[src/design/fp_ui_defines.svh]
// offsets, field positions, reset values and timing figures of the front panel controller
// assumes inclusion by bare name from the design files
`ifndef FP_UI_DEFINES_SVH
`define FP_UI_DEFINES_SVH

`define FP_CLK_HZ 50000000
// one timer tick per millisecond
`define FP_TICK_CYC (`FP_CLK_HZ / 1000)

`define FP_DEBOUNCE_MS 10
`define FP_HB_SLOW_MS 1000
`define FP_HB_FAST_MS 500
`define FP_STAGE1_MS 5000
`define FP_STAGE2_MS 10000
`define FP_WINDOW_MS 3000
`define FP_DARK_MS 1000
`define FP_AMBER_MS 3000
`define FP_SEQ_PRESSES 3

`define FP_REG_CTRL 4'h0
`define FP_REG_STATUS 4'h4
`define FP_CTRL_DYN_BIT 0
`define FP_CTRL_LOCK_BIT 1
`define FP_CTRL_RESET 32'h00000000

`endif

[src/design/fp_ui_pkg.sv]
// types shared by the front panel controller, its port assertions and its bench
// assumes the defines header for all numeric figures
package fp_ui_pkg;

    typedef struct packed {
        logic powered;
        logic operating;
        logic bootloader;
        logic audio_present;
        logic audio_deembed;
        logic audio_mute;
        logic [1:0] auto_en;
    } unit_status_t;

    typedef struct packed {
        logic heartbeat;
        logic audio;
        logic [1:0] auto_sw;
        logic [7:0] xp_green;
        logic [7:0] xp_amber;
    } panel_led_t;

    typedef enum logic [2:0] {
        SEQ_IDLE = 3'b000,
        SEQ_HOLD = 3'b001,
        SEQ_STAGE1 = 3'b010,
        SEQ_STAGE2 = 3'b011,
        SEQ_WAIT1 = 3'b100,
        SEQ_WAIT2 = 3'b101,
        SEQ_REBOOT = 3'b110,
        SEQ_DARK = 3'b111
    } seq_state_t;

endpackage : fp_ui_pkg

[src/design/button_debounce.sv]
// debouncer for a group of push buttons, one filter per button
// assumes raw levels synchronous to the clock and a one-cycle millisecond tick
`timescale 1ns/1ps
module button_debounce #(
    parameter int N = 3,
    parameter int STABLE_MS = 10
) (
    input wire logic i_clk_sys,
    input wire logic i_rst_n,
    input wire logic i_tick_ms,
    input wire logic [N-1:0] i_raw,
    output logic [N-1:0] o_clean
);

    genvar g;
    generate
        for (g = 0; g < N; g++) begin : g_btn
            logic [7:0] cnt_r;
            // RL18 stable level filter
            always_ff @(posedge i_clk_sys or negedge i_rst_n) begin
                if (!i_rst_n) begin
                    cnt_r <= 8'h00;
                    o_clean[g] <= 1'b0;
                end else if (i_raw[g] == o_clean[g]) begin
                    cnt_r <= 8'h00;
                end else if (i_tick_ms) begin
                    if (cnt_r == 8'(STABLE_MS - 1)) begin
                        cnt_r <= 8'h00;
                        o_clean[g] <= i_raw[g];
                    end else begin
                        cnt_r <= cnt_r + 8'h01;
                    end
                end
            end
        end
    endgenerate

endmodule : button_debounce

[src/design/front_panel_ui_controller.sv]
// front panel controller: status and crosspoint leds, button decoding, long-press sequences
// assumes unit status and selections from the rest of the unit, buttons active high,
// and an Avalon-MM master for the control and status registers
//
// Notes on behaviour
// RL1: normal operation blinks heartbeat led with one second period.
// RL2: bootloader mode blinks heartbeat led fast, half second period.
// RL3: powered but not operating holds heartbeat led steadily lit.
// RL4: audio led off when no embedded audio or analog output muted.
// RL5: audio led blinks when embedded audio cannot be de-embedded.
// RL6: audio led steady when embedded audio is present and de-embedded.
// RL7: each output's auto-switch led follows its autoselect enable.
// RL8: selected input's crosspoint led steady when that input has signal.
// RL9: selected input's crosspoint led blinks green when input has no signal.
// RL10: chosen audio configuration shown by blinking amber crosspoint led of that number.
// RL11: each video button press requests next source for that output.
// RL12: each audio button press steps to next stored audio configuration.
// RL13: fixed address by default; dynamic addressing only by panel sequence or software.
// RL14: audio button held five seconds starts blinking all panel leds.
// RL15: after 5-10 s hold, three presses in 3 s: dark, dynamic address request.
// RL16: hold reaching ten seconds switches panel blinking to faster rate.
// RL17: after 10 s hold, three presses in 3 s: dark, factory restore, reboot.
// RL18: buttons are debounced before holds are timed or presses counted.
// RL19: too few presses within the window abandons the sequence silently.
// RL20: sequence presses never step the audio configuration.
//
// The Avalon-MM interface to the registers and the register addresses were left to the implementer.
`timescale 1ns/1ps
`include "fp_ui_defines.svh"
module front_panel_ui_controller
    import fp_ui_pkg::*;
#(
    parameter int TICK_CYC = `FP_TICK_CYC,
    parameter int DEBOUNCE_MS = `FP_DEBOUNCE_MS,
    parameter int STAGE1_MS = `FP_STAGE1_MS,
    parameter int STAGE2_MS = `FP_STAGE2_MS,
    parameter int WINDOW_MS = `FP_WINDOW_MS,
    parameter int DARK_MS = `FP_DARK_MS,
    parameter int AMBER_MS = `FP_AMBER_MS
) (
    input wire logic i_clk_sys,
    input wire logic i_rst_n,
    input wire unit_status_t i_status,
    input wire logic [3:0] i_sel,
    input wire logic [3:0] i_sig_present,
    input wire logic i_btn_out1,
    input wire logic i_btn_out2,
    input wire logic i_btn_audio,
    input wire logic [3:0] i_avs_address,
    input wire logic i_avs_read,
    input wire logic i_avs_write,
    input wire logic [31:0] i_avs_writedata,
    output logic [31:0] o_avs_readdata,
    output logic o_avs_waitrequest,
    output panel_led_t o_leds,
    output logic [1:0] o_src_next,
    output logic [1:0] o_audio_cfg,
    output logic o_dyn_addr_en,
    output logic o_factory_req,
    output logic o_reboot_req
);

    localparam int HB_SLOW_HALF = `FP_HB_SLOW_MS / 2;
    localparam int HB_FAST_HALF = `FP_HB_FAST_MS / 2;

    logic [31:0] div_r;
    logic tick_r;
    logic [9:0] ms_r;
    logic blink_slow;
    logic blink_fast;
    logic [2:0] btn_db;
    logic [2:0] btn_prev_r;
    logic [2:0] btn_rise;
    logic audio_fall;
    seq_state_t seq_r;
    logic [13:0] tmr_r;
    logic [1:0] presses_r;
    logic [11:0] amber_r;
    logic lock_r;
    logic dyn_set;
    logic third_press;
    panel_led_t leds_nxt;
    logic bus_take;

    // free running millisecond tick; the slower rates all derive from it
    always_ff @(posedge i_clk_sys or negedge i_rst_n) begin
        if (!i_rst_n) begin
            div_r <= 32'h00000000;
            tick_r <= 1'b0;
        end else if (div_r == 32'(TICK_CYC - 1)) begin
            div_r <= 32'h00000000;
            tick_r <= 1'b1;
        end else begin
            div_r <= div_r + 32'h00000001;
            tick_r <= 1'b0;
        end
    end

    always_ff @(posedge i_clk_sys or negedge i_rst_n) begin
        if (!i_rst_n) begin
            ms_r <= 10'h000;
        end else if (tick_r) begin
            ms_r <= (ms_r == 10'(`FP_HB_SLOW_MS - 1)) ? 10'h000 : ms_r + 10'h001;
        end
    end

    // RL1 one second period
    assign blink_slow = (ms_r < 10'(HB_SLOW_HALF));
    // RL2 half second period
    assign blink_fast = ((ms_r % 10'(`FP_HB_FAST_MS)) < 10'(HB_FAST_HALF));

    button_debounce #(
        .N(3),
        .STABLE_MS(DEBOUNCE_MS)
    ) u_debounce (
        .i_clk_sys(i_clk_sys),
        .i_rst_n(i_rst_n),
        .i_tick_ms(tick_r),
        .i_raw({i_btn_audio, i_btn_out2, i_btn_out1}),
        .o_clean(btn_db)
    );

    always_ff @(posedge i_clk_sys or negedge i_rst_n) begin
        if (!i_rst_n) begin
            btn_prev_r <= 3'h0;
        end else begin
            btn_prev_r <= btn_db;
        end
    end

    // locked panel or non-operating unit ignores every new button press
    assign btn_rise = (lock_r || !i_status.operating) ? 3'h0 : (btn_db & ~btn_prev_r);
    assign audio_fall = btn_prev_r[2] & ~btn_db[2];
    assign third_press = btn_rise[2] && (presses_r == 2'(`FP_SEQ_PRESSES - 1));

    // RL11 next source per output
    always_ff @(posedge i_clk_sys or negedge i_rst_n) begin
        if (!i_rst_n) begin
            o_src_next <= 2'h0;
        end else begin
            o_src_next <= btn_rise[1:0];
        end
    end

    // audio button sequence; the timer restarts on every state change except hold to stage one, where it keeps counting
    always_ff @(posedge i_clk_sys or negedge i_rst_n) begin
        if (!i_rst_n) begin
            seq_r <= SEQ_IDLE;
            tmr_r <= 14'h0000;
            presses_r <= 2'h0;
        end else begin
            unique case (seq_r)
                SEQ_IDLE: begin
                    tmr_r <= 14'h0000;
                    presses_r <= 2'h0;
                    if (btn_rise[2]) begin
                        seq_r <= SEQ_HOLD;
                    end
                end
                SEQ_HOLD, SEQ_STAGE1: begin
                    if (tick_r) begin
                        tmr_r <= tmr_r + 14'h0001;
                    end
                    if (audio_fall) begin
                        seq_r <= (seq_r == SEQ_HOLD) ? SEQ_IDLE : SEQ_WAIT1;
                        tmr_r <= 14'h0000;
                    // RL14 five second stage
                    end else if (seq_r == SEQ_HOLD && tmr_r == 14'(STAGE1_MS)) begin
                        seq_r <= SEQ_STAGE1;
                    // RL16 ten second stage
                    end else if (seq_r == SEQ_STAGE1 && tmr_r == 14'(STAGE2_MS)) begin
                        seq_r <= SEQ_STAGE2;
                    end
                end
                SEQ_STAGE2: begin
                    tmr_r <= 14'h0000;
                    if (audio_fall) begin
                        seq_r <= SEQ_WAIT2;
                    end
                end
                SEQ_WAIT1, SEQ_WAIT2: begin
                    if (tick_r) begin
                        tmr_r <= tmr_r + 14'h0001;
                    end
                    // RL15 third press in window
                    if (third_press) begin
                        seq_r <= (seq_r == SEQ_WAIT1) ? SEQ_DARK : SEQ_REBOOT;
                        tmr_r <= 14'h0000;
                    end else if (btn_rise[2]) begin
                        presses_r <= presses_r + 2'h1;
                    // RL19 window expired, abandon
                    end else if (tmr_r == 14'(WINDOW_MS)) begin
                        seq_r <= SEQ_IDLE;
                    end
                end
                SEQ_REBOOT: begin
                    seq_r <= SEQ_DARK;
                end
                SEQ_DARK: begin
                    if (tick_r) begin
                        tmr_r <= tmr_r + 14'h0001;
                    end
                    if (tmr_r == 14'(DARK_MS)) begin
                        seq_r <= SEQ_IDLE;
                    end
                end
            endcase
        end
    end

    // RL12 RL20 short press released before stage one steps the preset
    always_ff @(posedge i_clk_sys or negedge i_rst_n) begin
        if (!i_rst_n) begin
            o_audio_cfg <= 2'h0;
            amber_r <= 12'h000;
        end else if (seq_r == SEQ_HOLD && audio_fall) begin
            o_audio_cfg <= o_audio_cfg + 2'h1;
            amber_r <= 12'(AMBER_MS);
        end else if (tick_r && amber_r != 12'h000) begin
            amber_r <= amber_r - 12'h001;
        end
    end

    // RL17 factory restore then reboot one cycle later
    always_ff @(posedge i_clk_sys or negedge i_rst_n) begin
        if (!i_rst_n) begin
            o_factory_req <= 1'b0;
            o_reboot_req <= 1'b0;
        end else begin
            o_factory_req <= (seq_r == SEQ_WAIT2) && third_press;
            o_reboot_req <= (seq_r == SEQ_REBOOT);
        end
    end

    assign dyn_set = (seq_r == SEQ_WAIT1) && third_press;
    assign bus_take = !o_avs_waitrequest;

    // RL13 fixed address at reset; set by panel wins over a software clear
    always_ff @(posedge i_clk_sys or negedge i_rst_n) begin
        if (!i_rst_n) begin
            o_dyn_addr_en <= 1'(`FP_CTRL_RESET);
            lock_r <= 1'b0;
        end else begin
            if (bus_take && i_avs_write && i_avs_address == `FP_REG_CTRL) begin
                o_dyn_addr_en <= i_avs_writedata[`FP_CTRL_DYN_BIT] | dyn_set;
                lock_r <= i_avs_writedata[`FP_CTRL_LOCK_BIT];
            end else if (dyn_set) begin
                o_dyn_addr_en <= 1'b1;
            end
        end
    end

    // one wait state per access keeps every bus output registered
    always_ff @(posedge i_clk_sys or negedge i_rst_n) begin
        if (!i_rst_n) begin
            o_avs_waitrequest <= 1'b1;
            o_avs_readdata <= 32'h00000000;
        end else begin
            o_avs_waitrequest <= !((i_avs_read || i_avs_write) && o_avs_waitrequest);
            if (i_avs_read && o_avs_waitrequest) begin
                unique case (i_avs_address)
                    `FP_REG_CTRL: o_avs_readdata <= {30'h0, lock_r, o_dyn_addr_en};
                    `FP_REG_STATUS: o_avs_readdata <= {24'h0, btn_db, seq_r, o_audio_cfg};
                    default: o_avs_readdata <= 32'h00000000;
                endcase
            end
        end
    end

    always_comb begin
        leds_nxt = '0;
        // RL3 steady when powered but idle
        leds_nxt.heartbeat = i_status.powered;
        if (i_status.bootloader) begin
            // RL2 fast heartbeat
            leds_nxt.heartbeat = blink_fast;
        end else if (i_status.operating) begin
            // RL1 slow heartbeat
            leds_nxt.heartbeat = blink_slow;
        end
        // RL4 RL5 RL6 audio indicator
        if (i_status.audio_present && !i_status.audio_mute) begin
            leds_nxt.audio = i_status.audio_deembed ? 1'b1 : blink_slow;
        end
        // RL7 auto-switch flags
        leds_nxt.auto_sw = i_status.auto_en;
        for (int o = 0; o < 2; o++) begin
            // RL8 RL9 steady or blinking green
            if (i_sig_present[i_sel[2*o +: 2]]) begin
                leds_nxt.xp_green[4*o + int'(i_sel[2*o +: 2])] = 1'b1;
            end else begin
                leds_nxt.xp_green[4*o + int'(i_sel[2*o +: 2])] = blink_slow;
            end
        end
        // RL10 amber shows preset number on the first row
        if (amber_r != 12'h000) begin
            leds_nxt.xp_green[3:0] = 4'h0;
            leds_nxt.xp_amber[int'(o_audio_cfg)] = blink_slow;
        end
        if (i_status.bootloader || !i_status.operating) begin
            leds_nxt.audio = 1'b0;
            leds_nxt.auto_sw = 2'h0;
            leds_nxt.xp_green = 8'h00;
            leds_nxt.xp_amber = 8'h00;
        end
        // RL14 RL16 whole panel blinks during the long press stages
        if (seq_r == SEQ_STAGE1 || seq_r == SEQ_WAIT1) begin
            leds_nxt = blink_slow ? '1 : '0;
        end else if (seq_r == SEQ_STAGE2 || seq_r == SEQ_WAIT2) begin
            leds_nxt = blink_fast ? '1 : '0;
        end else if (seq_r == SEQ_DARK || seq_r == SEQ_REBOOT) begin
            // RL15 RL17 dark after success
            leds_nxt = '0;
        end
        // RL1 RL3 dark without power
        if (!i_status.powered) begin
            leds_nxt = '0;
        end
    end

    always_ff @(posedge i_clk_sys or negedge i_rst_n) begin
        if (!i_rst_n) begin
            o_leds <= '0;
        end else begin
            o_leds <= leds_nxt;
        end
    end

endmodule : front_panel_ui_controller

[config.mk]
export PLATFORM = sky130hd
export DESIGN_NAME = front_panel_ui_controller
export DESIGN_NICKNAME = d
export VERILOG_FILES = /design/src/design/fp_ui_pkg.sv /design/src/design/button_debounce.sv /design/src/design/front_panel_ui_controller.sv
export VERILOG_INCLUDE_DIRS = /design/src /design/src/design
export SDC_FILE = /design/constraint.sdc
export NUM_CORES = 1
export LEC_CHECK = 0
export CAP_MARGIN = 20
export CORE_MARGIN = 2
export CORE_UTILIZATION = 30
export CTS_BUF_LIST = sky130_fd_sc_hd__clkbuf_16
export DETAILED_ROUTE_END_ITERATION = 8
export DONT_BUFFER_PORTS = 1
export SYNTH_ARGS = -nofsm -noshare
export SYNTH_HDL_FRONTEND = slang
export SYNTH_HIERARCHICAL = 1
export SYNTH_SLANG_ARGS = --single-unit
[constraint.sdc]
create_clock -name i_clk_sys -period 2.4 [get_ports i_clk_sys]
set_clock_uncertainty 0.15 [all_clocks]
set_input_delay 0.24 -clock i_clk_sys [delete_from_list [all_inputs] [get_ports i_clk_sys]]
set_output_delay 0.24 -clock i_clk_sys [all_outputs]
set_load 0.005 [all_outputs]
* After elaboration in Yosys (flattened, before gate mapping)
Index checks and enable logic that the tools add are counted.
** Storage, ports and cells
- Register bits :: 165
- Bits of input ports :: 59
- Output and inout bits :: 60
- Logic and storage cells :: 193
** Cells by class
- $add $sub $neg :: 10
- Reduce and logical (&&, ||, !) cells :: 43
- $lt $le $gt $ge :: 10
- Bitwise operators :: 11
- Muxes and demuxes :: 62
- Equal/unequal tests :: 29
- Divide/modulo/power cells :: 1
** Operator list (number)
- 2-to-1 mux 20 bit :: 6
- 2-to-1 mux 8 bit :: 11
- one-hot mux 14 bit (4 select lines) :: 1
- 2-to-1 mux 14 bit :: 3
- 2-to-1 mux 12 bit :: 3
- 2-to-1 mux 3 bit :: 11
- adder 32 x 1 -> 32 bit (second input constant) :: 1
- == test 32 x 16 -> 1 bit (second input constant) :: 1
- 2-to-1 mux 32 bit :: 1
- adder 8 x 1 -> 8 bit (second input constant) :: 3
- == test 8 x 4 -> 1 bit (second input constant) :: 3
- 2-to-1 mux 19 bit :: 1
- one-hot mux 3 bit (6 select lines) :: 1
- AND 8 x 4 -> 8 bit :: 2
- one-hot mux 8 bit (2 select lines) :: 1
- logical AND 1 bit :: 15
- adder 14 x 1 -> 14 bit (second input constant) :: 1
- == test 14 x 10 -> 1 bit (second input constant) :: 1
- == test 14 x 12 -> 1 bit (second input constant) :: 1
- == test 14 x 13 -> 1 bit (second input constant) :: 1
- == test 14 bit (second input constant) :: 1
- 2-to-1 mux 1 bit :: 13
- == test 3 bit (second input constant) :: 4
- AND reduction 3 bit :: 4
- 43 further kinds :: 76

* Longest topological paths before layout
Gate-level depths: netlist (run 1).
- Depth in word-level cells :: 14
- Gate-level depth with buffers :: 8
- Gate-level depth less buffers :: 7

* By module
Netlist (run 1), hierarchy kept.
** By module, submodules not included
- front_panel_ui_controller :: cells each 610, area an instance 5818.1 um^2, times used 1, seq. area each 2778.9 um^2
- button_debounce :: cells each 171, area an instance 1714.1 um^2, times used 1, seq. area each 675.6 um^2

* Worst setup path before layout (run 1)
Ideal clock, no wire load.
- Kind :: register -> register
- From :: reg tmr_r[0]
- To :: reg seq_r[0]
- Cell stages (with the launch flop) :: 8
- Path slack :: -0.003 ns
- Arrival time :: 2.127 ns
- Setup time :: 0.126 ns
- Period minus slack after synthesis :: 2.403 ns
- Required time :: 2.124 ns
- Path buffers :: 0
- Path through :: dfrtp_1 -> inv_1 -> ha_1 -> nand4b_1 -> or4_4 -> o31a_1 -> or4_1 -> a221o_1
** Between the ends
- Word-level cells in the longest chain between the ends :: 5
- Elaborated cells between the ends (all ways) :: 13
- Classes of those cells :: eq/ne: 7; mux: 3; reduce/logical: 3
** RTL lines
- from (decl) :: RTL line front_panel_ui_controller.sv:76 : logic [13:0] tmr_r;
- from (signal assigned) :: RTL line front_panel_ui_controller.sv:162 : tmr_r <= tmr_r + 14'h0001;
- from (signal assigned) :: RTL line front_panel_ui_controller.sv:183 : tmr_r <= tmr_r + 14'h0001;
- from (signal assigned) :: RTL line front_panel_ui_controller.sv:201 : tmr_r <= tmr_r + 14'h0001;
- == test 14 x 13 -> 1 bit :: RTL line front_panel_ui_controller.sv:168 : end else if (seq_r == SEQ_HOLD && tmr_r == 14'(STAGE1_MS)) begin
- logical AND 1 bit :: RTL line front_panel_ui_controller.sv:168
- 2-to-1 mux 3 bit :: RTL line front_panel_ui_controller.sv:168
- 2-to-1 mux 3 bit :: RTL line front_panel_ui_controller.sv:164 : if (audio_fall) begin
- one-hot mux 3 bit (6 select lines) :: RTL line front_panel_ui_controller.sv:152 : unique case (seq_r)
- to (signal assigned) :: RTL line front_panel_ui_controller.sv:165 : seq_r <= (seq_r == SEQ_HOLD) ? SEQ_IDLE : SEQ_WAIT1;
- to (signal assigned) :: RTL line front_panel_ui_controller.sv:187 : seq_r <= (seq_r == SEQ_WAIT1) ? SEQ_DARK : SEQ_REBOOT;
- to (decl) :: RTL line front_panel_ui_controller.sv:75 : seq_state_t seq_r;
Several ways; a longest one is shown, not always the timed one.
A chain may end at the register's enable or synchronous reset.

* Worst setup path in the final report (run 1)
- From :: reg tmr_r[0]
- To :: reg seq_r[1]
Same word-level chain as after synthesis.

==> results.json, run 1 <==
{
  "status": "complete, but fails checks",
  "failed_checks": "negative hold slack",
  "pin_count": 119,
  "avgRoutedWirePerCell_microns": 14.1,
  "p_sw_share_pct": 20.8,
  "grt-ovfl-total": 0,
  "arrival_ns": 2.60,
  "finalCritPeriodShare_pct": 99.9,
  "synth_area_sq_um": 7530,
  "cp_slowest_cell": "or4_4",
  "vias_per_cell": 5.01,
  "end_kind": "flip-flop",
  "hp-class": "input pin to async pin",
  "grt_pass1_wl_microns": 28200,
  "final_common_cell": "dfrtp_1",
  "root_buffer": "clkbuf_16",
  "p_clk_share_pct": 53.5,
  "layout-drive-gt1-share_pct": 11.2,
  "initial_utilization_pct": 30.8,
  "stdcell_area_sq_um": 9020,
  "layout_common_cells": "dfrtp_1 (137), nor2_1 (74), nand2_1 (69), buf_4 (45)",
  "port_buffers": 0,
  "rsz0062_at_grt": "true",
  "antennaDiodeCount": 0,
  "cpLargestDelayFamily": "simple AND/OR/NAND/NOR gates",
  "grt_pass1_vias": 5681,
  "holdWs_ns": -0.635,
  "timing.fmax_mhz": 417,
  "grt_antenna_before_repair": 0,
  "grt_start_max_net_pins": 139,
  "dieArea_sq_um": 26400,
  "combPwrFrac_pct": 2.7,
  "cts_tree": "done",
  "drv_slew": 0,
  "worstMarginPinSlew_ns": 0.587,
  "wirelength_microns": 16700,
  "htree_levels": 4,
  "drc": 0,
  "finalPower_mw": 5.39,
  "n_fill_cell": 2400,
  "clock_latency_ns": 0.42,
  "power.density_nw_per_um2": 597,
  "ir_worst_vdd_v": 0.000496,
  "slowest_delay_ns": 0.45,
  "crit_required_ns": 2.60,
  "worst_slack_ns": 0.00197,
  "relSlewSlack_pct": 60.5,
  "cp.buffers_inverters": 1,
  "yosysSeqAreaShare_pct": 45.9,
  "p_int_mw": 4.27,
  "placementRows": 57,
  "synth_ff_type": "dfrtp_1",
  "cts_sinks": 138,
  "period_needed_ns": 2.40,
  "drtIter0Drc": 498,
  "crit_chain": "inv_1 > ha_1 > nand4b_1 > or4_4 > or3_4 > a2111oi_2 > o221a_1",
  "grt_usage_pct": 13.0,
  "synth_cells": 781,
  "setup_violations": 0,
  "hold_buffers": 28,
  "syn_avg_cell_area_sq_um": 9.64,
  "place_congestion": 0.801,
  "coreArea_sq_um": 24500,
  "switchingPower_mw": 1.12,
  "cts_buffers": 17,
  "firstDrtPassIters": 5,
  "syn2layout_area_growth_pct": 19.8,
  "worst-path-max-fanout": 3,
  "ys_seq_elements": 138,
  "die_w_microns": 162,
  "seqPwrFrac_pct": 43.8,
  "fp.dieH_microns": 162,
  "start_kind": "flip-flop",
  "synthArstFlopShare_pct": 100,
  "clk_pin_slew_ns": 0.06,
  "yosys_warnings": 6,
  "finalHoldViolCount": 138,
  "final_util_pct": 36.9,
  "p_leak_nw": 3.94,
  "vias": 5916,
  "fin_nets": 919,
  "place_ws_ns": -0.0150,
  "cts_buffer_depth": 2,
  "criticalPathCategory": "flip-flop to flip-flop",
  "cap_violations": 0,
  "synth-edff-count": 0,
  "antenna_left": 0,
  "dpl.hpwl_microns": 11100,
  "dpl_cell_area_sq_um": 8050,
  "yosysUniqueCellTypes": 71
}
==> repair_timing <==
action,CTS,global route
gates resized for setup,1,6
buffers inserted,0,1
setup endpoints to repair,2,6
pin swaps,2,2
endpoints found under the hold margin,165,138
cloned,0,0
==> sequential cells by signal (all words and copies together) (netlist names), 2 cells and up <==
| signal | flops |
|---|---|
| tmr_r | 14 |
| o_avs_readdata | 8 |
| seq_r | 3 |
| u_debounce/o_clean | 3 |
| o_audio_cfg | 2 |
| o_src_next | 2 |
| u_debounce/g_btn.cnt_r | 24 |
| btn_prev_r | 3 |
| ms_r | 10 |
| amber_r | 12 |
| presses_r | 2 |
| o_leds | 17 |
| div_r | 32 |
==> power by group through the flow <==
| stage | Clock, mW | Sequential (mW) | Combinational [mW] |
|---|---|---|---|
| floorplan | 0 | 2.40 | 0.0922 |
| global placement | 0 | 2.40 | 0.0888 |
| detailed placement | 0 | 2.40 | 0.0903 |
| CTS | 2.96 | 2.36 | 0.143 |
| global route | 3.06 | 2.36 | 0.161 |
| finish | 2.88 | 2.36 | 0.145 |
==> Yosys cell counts, drive strengths merged (4+ instances only) <==
master	count	share of area, %
dfrtp	137	46
nor2	77	4.1
nand2	69	3.4
buf	40	3.6
nand3	38	2.5
xor2	38	4.4
inv	37	1.8
xnor2	31	3.6
a21oi	24	1.6
nand4	24	2.0
nor3	23	1.5
o21ai	18	1.2
ha	17	2.8
clkbuf	15	0.76
mux2i	14	1.9
o211ai	14	1.4
nand2b	13	1.1
nor4	12	1.0
o31ai	10	1.0
and3	9	0.75
nor2b	9	0.75
o2111ai	9	1.0
o311ai	9	1.0
a22o	6	0.70
or4	6	0.70
a2111oi	5	0.66
a211o	5	0.58
a211oi	5	0.50
nand4b	5	0.58
o41ai	5	0.58
or3	5	0.48
mux2	4	0.60
nand4bb	4	0.60
or2	4	0.33
==> cell type report <==
cell class	instances	area (sq um)	area share [%]
clock buffer	17	425	4.71
clock inverter	15	224	2.48
multi-input combinational	574	3730	41.3
tap	324	405	4.49
timing repair buffer	75	649	7.20
sequential	138	3450	38.3
inverter	37	139	1.54
==> cells by family (layout without fill, tap and decap cells) <==
group           count (synthesis)  count (layout)  share of synthesized area, %
compound gates                132             132                          12.7
xor+xnor                       69              69                          8.02
fa+ha+maj                      17              17                          2.82
buf+inv                        92             144                          6.20
flops                         138             138                          45.9
mux                            18              18                          2.46
other cells                     1              24                        0.0498
simple gates                  314             314                          21.9
==> routing by layer <==
metal  GRT usage, %  wire length (microns)  up-vias
met5              0                      0        -
met2           20.0                   7560      149
li1               -                      -     2884
met1           18.1                   7980     2871
met3           3.21                    985       12
met4           3.90                    150        0
==> stage by stage <==
stage                     setup TNS [ns]  cells
after floorplan                 -0.00267    804
after global placement                 0   1119
after detailed placement         -0.0153   1119
after CTS                              0   1179
after global routing              -0.335   1180
final                                  0   1180
==> worst paths after layout <==
path                               start                end  slack, ns  cells after the start
setup reg to reg                tmr_r[0]           seq_r[1]      0.002                      7
hold / removal                   i_rst_n          div_r[21]      -0.63                      0
max in group asynchronous        i_rst_n  o_avs_waitrequest       2.34                      0
hold reg to reg            btn_prev_r[0]      o_src_next[0]       0.25                      1
min in group i_clk_sys       i_status[6]      o_factory_req       0.03                      3
setup / recovery                tmr_r[0]           seq_r[1]      0.002                      7
No activity file was read; power rests on OpenSTA's default activity.
==> run 2: changes to the inputs <==
==> constraint.sdc (replaced) <==
create_clock -name i_clk_sys -period 2.6 [get_ports i_clk_sys]
set_clock_uncertainty 0.15 [all_clocks]
set_input_delay 0.26 -clock i_clk_sys [delete_from_list [all_inputs] [get_ports i_clk_sys]]
set_output_delay 0.26 -clock i_clk_sys [all_outputs]
set_load 0.005 [all_outputs]
==> results.json, run 2 (same netlist as run 1, synthesis figures left out) <==
{
  "grt_usage_pct": 12.6,
  "vias_per_cell": 4.92,
  "failed_checks": "negative hold slack",
  "holdWs_ns": -0.610,
  "power.density_nw_per_um2": 517,
  "fin_nets": 909,
  "rsz0062_at_grt": "false",
  "hp-class": "input pin to async pin",
  "htree_levels": 4,
  "cp.buffers_inverters": 1,
  "cap_violations": 0,
  "cts_tree": "done",
  "start_kind": "flip-flop",
  "largest_reg_flops": 32,
  "stdcell_count": 1170,
  "multi_input_area_sq_um": 3710,
  "crit_required_ns": 2.75,
  "worst_slack_ns": 0.135,
  "grt_antenna_before_repair": 0,
  "grt-ovfl-total": 0,
  "p_leak_nw": 3.83,
  "worst-path-max-fanout": 4,
  "criticalPathCategory": "flip-flop to flip-flop",
  "initial_utilization_pct": 30.8,
  "cp_slowest_cell": "or4_4",
  "die_w_microns": 162,
  "layout_common_cells": "dfrtp_1 (135), nor2_1 (74), nand2_1 (69)",
  "coreArea_sq_um": 24500,
  "syn2layout_area_growth_pct": 17.2,
  "arrival_ns": 2.62,
  "cts_buffers": 17,
  "ir_worst_vdd_v": 0.000433,
  "end_kind": "flip-flop",
  "regArea_sq_um": 3460,
  "avgRoutedWirePerCell_microns": 13.9,
  "dp_cells": 1105,
  "setup_tns_ns": 0,
  "grt_pass1_wl_microns": 27300,
  "drc": 0,
  "clk_pin_slew_ns": 0.06,
  "wirelength_microns": 16300,
  "dpl.hpwl_microns": 10800,
  "cts_sinks": 138,
  "grt_start_max_net_pins": 139,
  "largestRegisters": "div_r x32, u_debounce/g_btn.cnt_r x24, o_leds x17",
  "slowest_delay_ns": 0.46,
  "vias": 5760,
  "drv_slew": 0,
  "pin_count": 119,
  "cpLargestDelayFamily": "simple AND/OR/NAND/NOR gates",
  "status": "complete, but fails checks",
  "period_needed_ns": 2.46,
  "finalCritPeriodShare_pct": 94.8,
  "port_buffers": 0,
  "place_ws_ns": 0.0958,
  "grt_pass1_vias": 5492,
  "timing.fmax_mhz": 406,
  "setup_violations": 0,
  "worstMarginPinSlew_ns": 0.870,
  "antennaDiodeCount": 0,
  "finalHoldViolCount": 138,
  "layout-drive-gt1-share_pct": 9.93,
  "fp.dieH_microns": 162,
  "drtIter0Drc": 469,
  "firstDrtPassIters": 5,
  "antenna_left": 0,
  "relSlewSlack_pct": 41.8,
  "final_util_pct": 36.1,
  "n_fill_cell": 2442,
  "placementRows": 57,
  "cts_buffer_depth": 2,
  "crit_chain": "inv_1 > ha_1 > nand4b_1 > or4_4 > or3_4 > a211o_1 > o221a_1",
  "place_congestion": 0.809,
  "dieArea_sq_um": 26400,
  "regMostFlops": "div_r",
  "final_common_cell": "dfrtp_1",
  "clock_latency_ns": 0.42,
  "root_buffer": "clkbuf_16"
}
run 2: what timing repair did:
| action | 4_1_cts | 5_1_grt |
|---|---|---|
| endpoints found under the setup margin | 0 | 5 |
| endpoints found under the hold margin | 163 | 139 |
| buffers inserted | 0 | 2 |
| hold buffers | 30 | 1 |
| gates resized for setup | 0 | 8 |
run 2: power breakdown:
group,switching (mW),internal (mW),total (mW)
Sequential,0.0142,2.17,2.18
Clock,0.941,1.31,2.25
Combinational,0.0648,0.0667,0.131
Total,1.02,3.55,4.57
run 2: worst reg2reg max path, delay by kind of cell (launching register included):
kind,cells,cell delay [ns]
flip-flops,1,0.40
AND/OR/NAND/NOR,3,1.03
AO/OA/AOI/OAI,2,0.58
buffers and inverters,1,0.06
adder cells (fa/ha/maj),1,0.13
run 2: final timing paths:
| kind | start | endpoint | slack [ns] | depth (start not counted) |
|---|---|---|---|---|
| setup / recovery | tmr_r[1] | seq_r[1] | 0.14 | 7 |
| hold / removal | i_rst_n | div_r[21] | -0.61 | 0 |
| setup reg to reg | tmr_r[1] | seq_r[1] | 0.14 | 7 |
| hold reg to reg | btn_prev_r[1] | o_src_next[1] | 0.24 | 1 |
| max in group asynchronous | i_rst_n | o_avs_waitrequest | 2.62 | 0 |
| min in group i_clk_sys | i_status[6] | o_factory_req | 0.04 | 3 |
run 2: final cells by class:
class / count / share of cell area (%)
inverters: 37 / 1.57
multi-input cells: 574 / 42.0
clock buffers: 17 / 4.82
well taps: 324 / 4.59
clock inverters: 15 / 1.45
flip-flops and latches: 138 / 39.2
repair buffers: 65 / 6.41
run 2: through the flow:
step | hold WS [ns] | cell area, sq um | power (mW)
6_report | -0.610 | 8830 | 4.57
5_1_grt | -0.639 | 8830 | 4.74
4_1_cts | -0.627 | 8790 | 4.62
3_5_place_dp | -0.175 | 7940 | 2.30
3_3_place_gp | -0.174 | 7940 | 2.30
2_1_floorplan | -0.186 | 7620 | 2.30
run 2: metal layers:
metal	track usage, %	up-vias	wire length (microns)
met1	16.6	2768	7770
met3	3.69	11	799
met5	0	-	0
li1	-	2865	-
met2	20.2	116	7570
met4	3.78	0	174
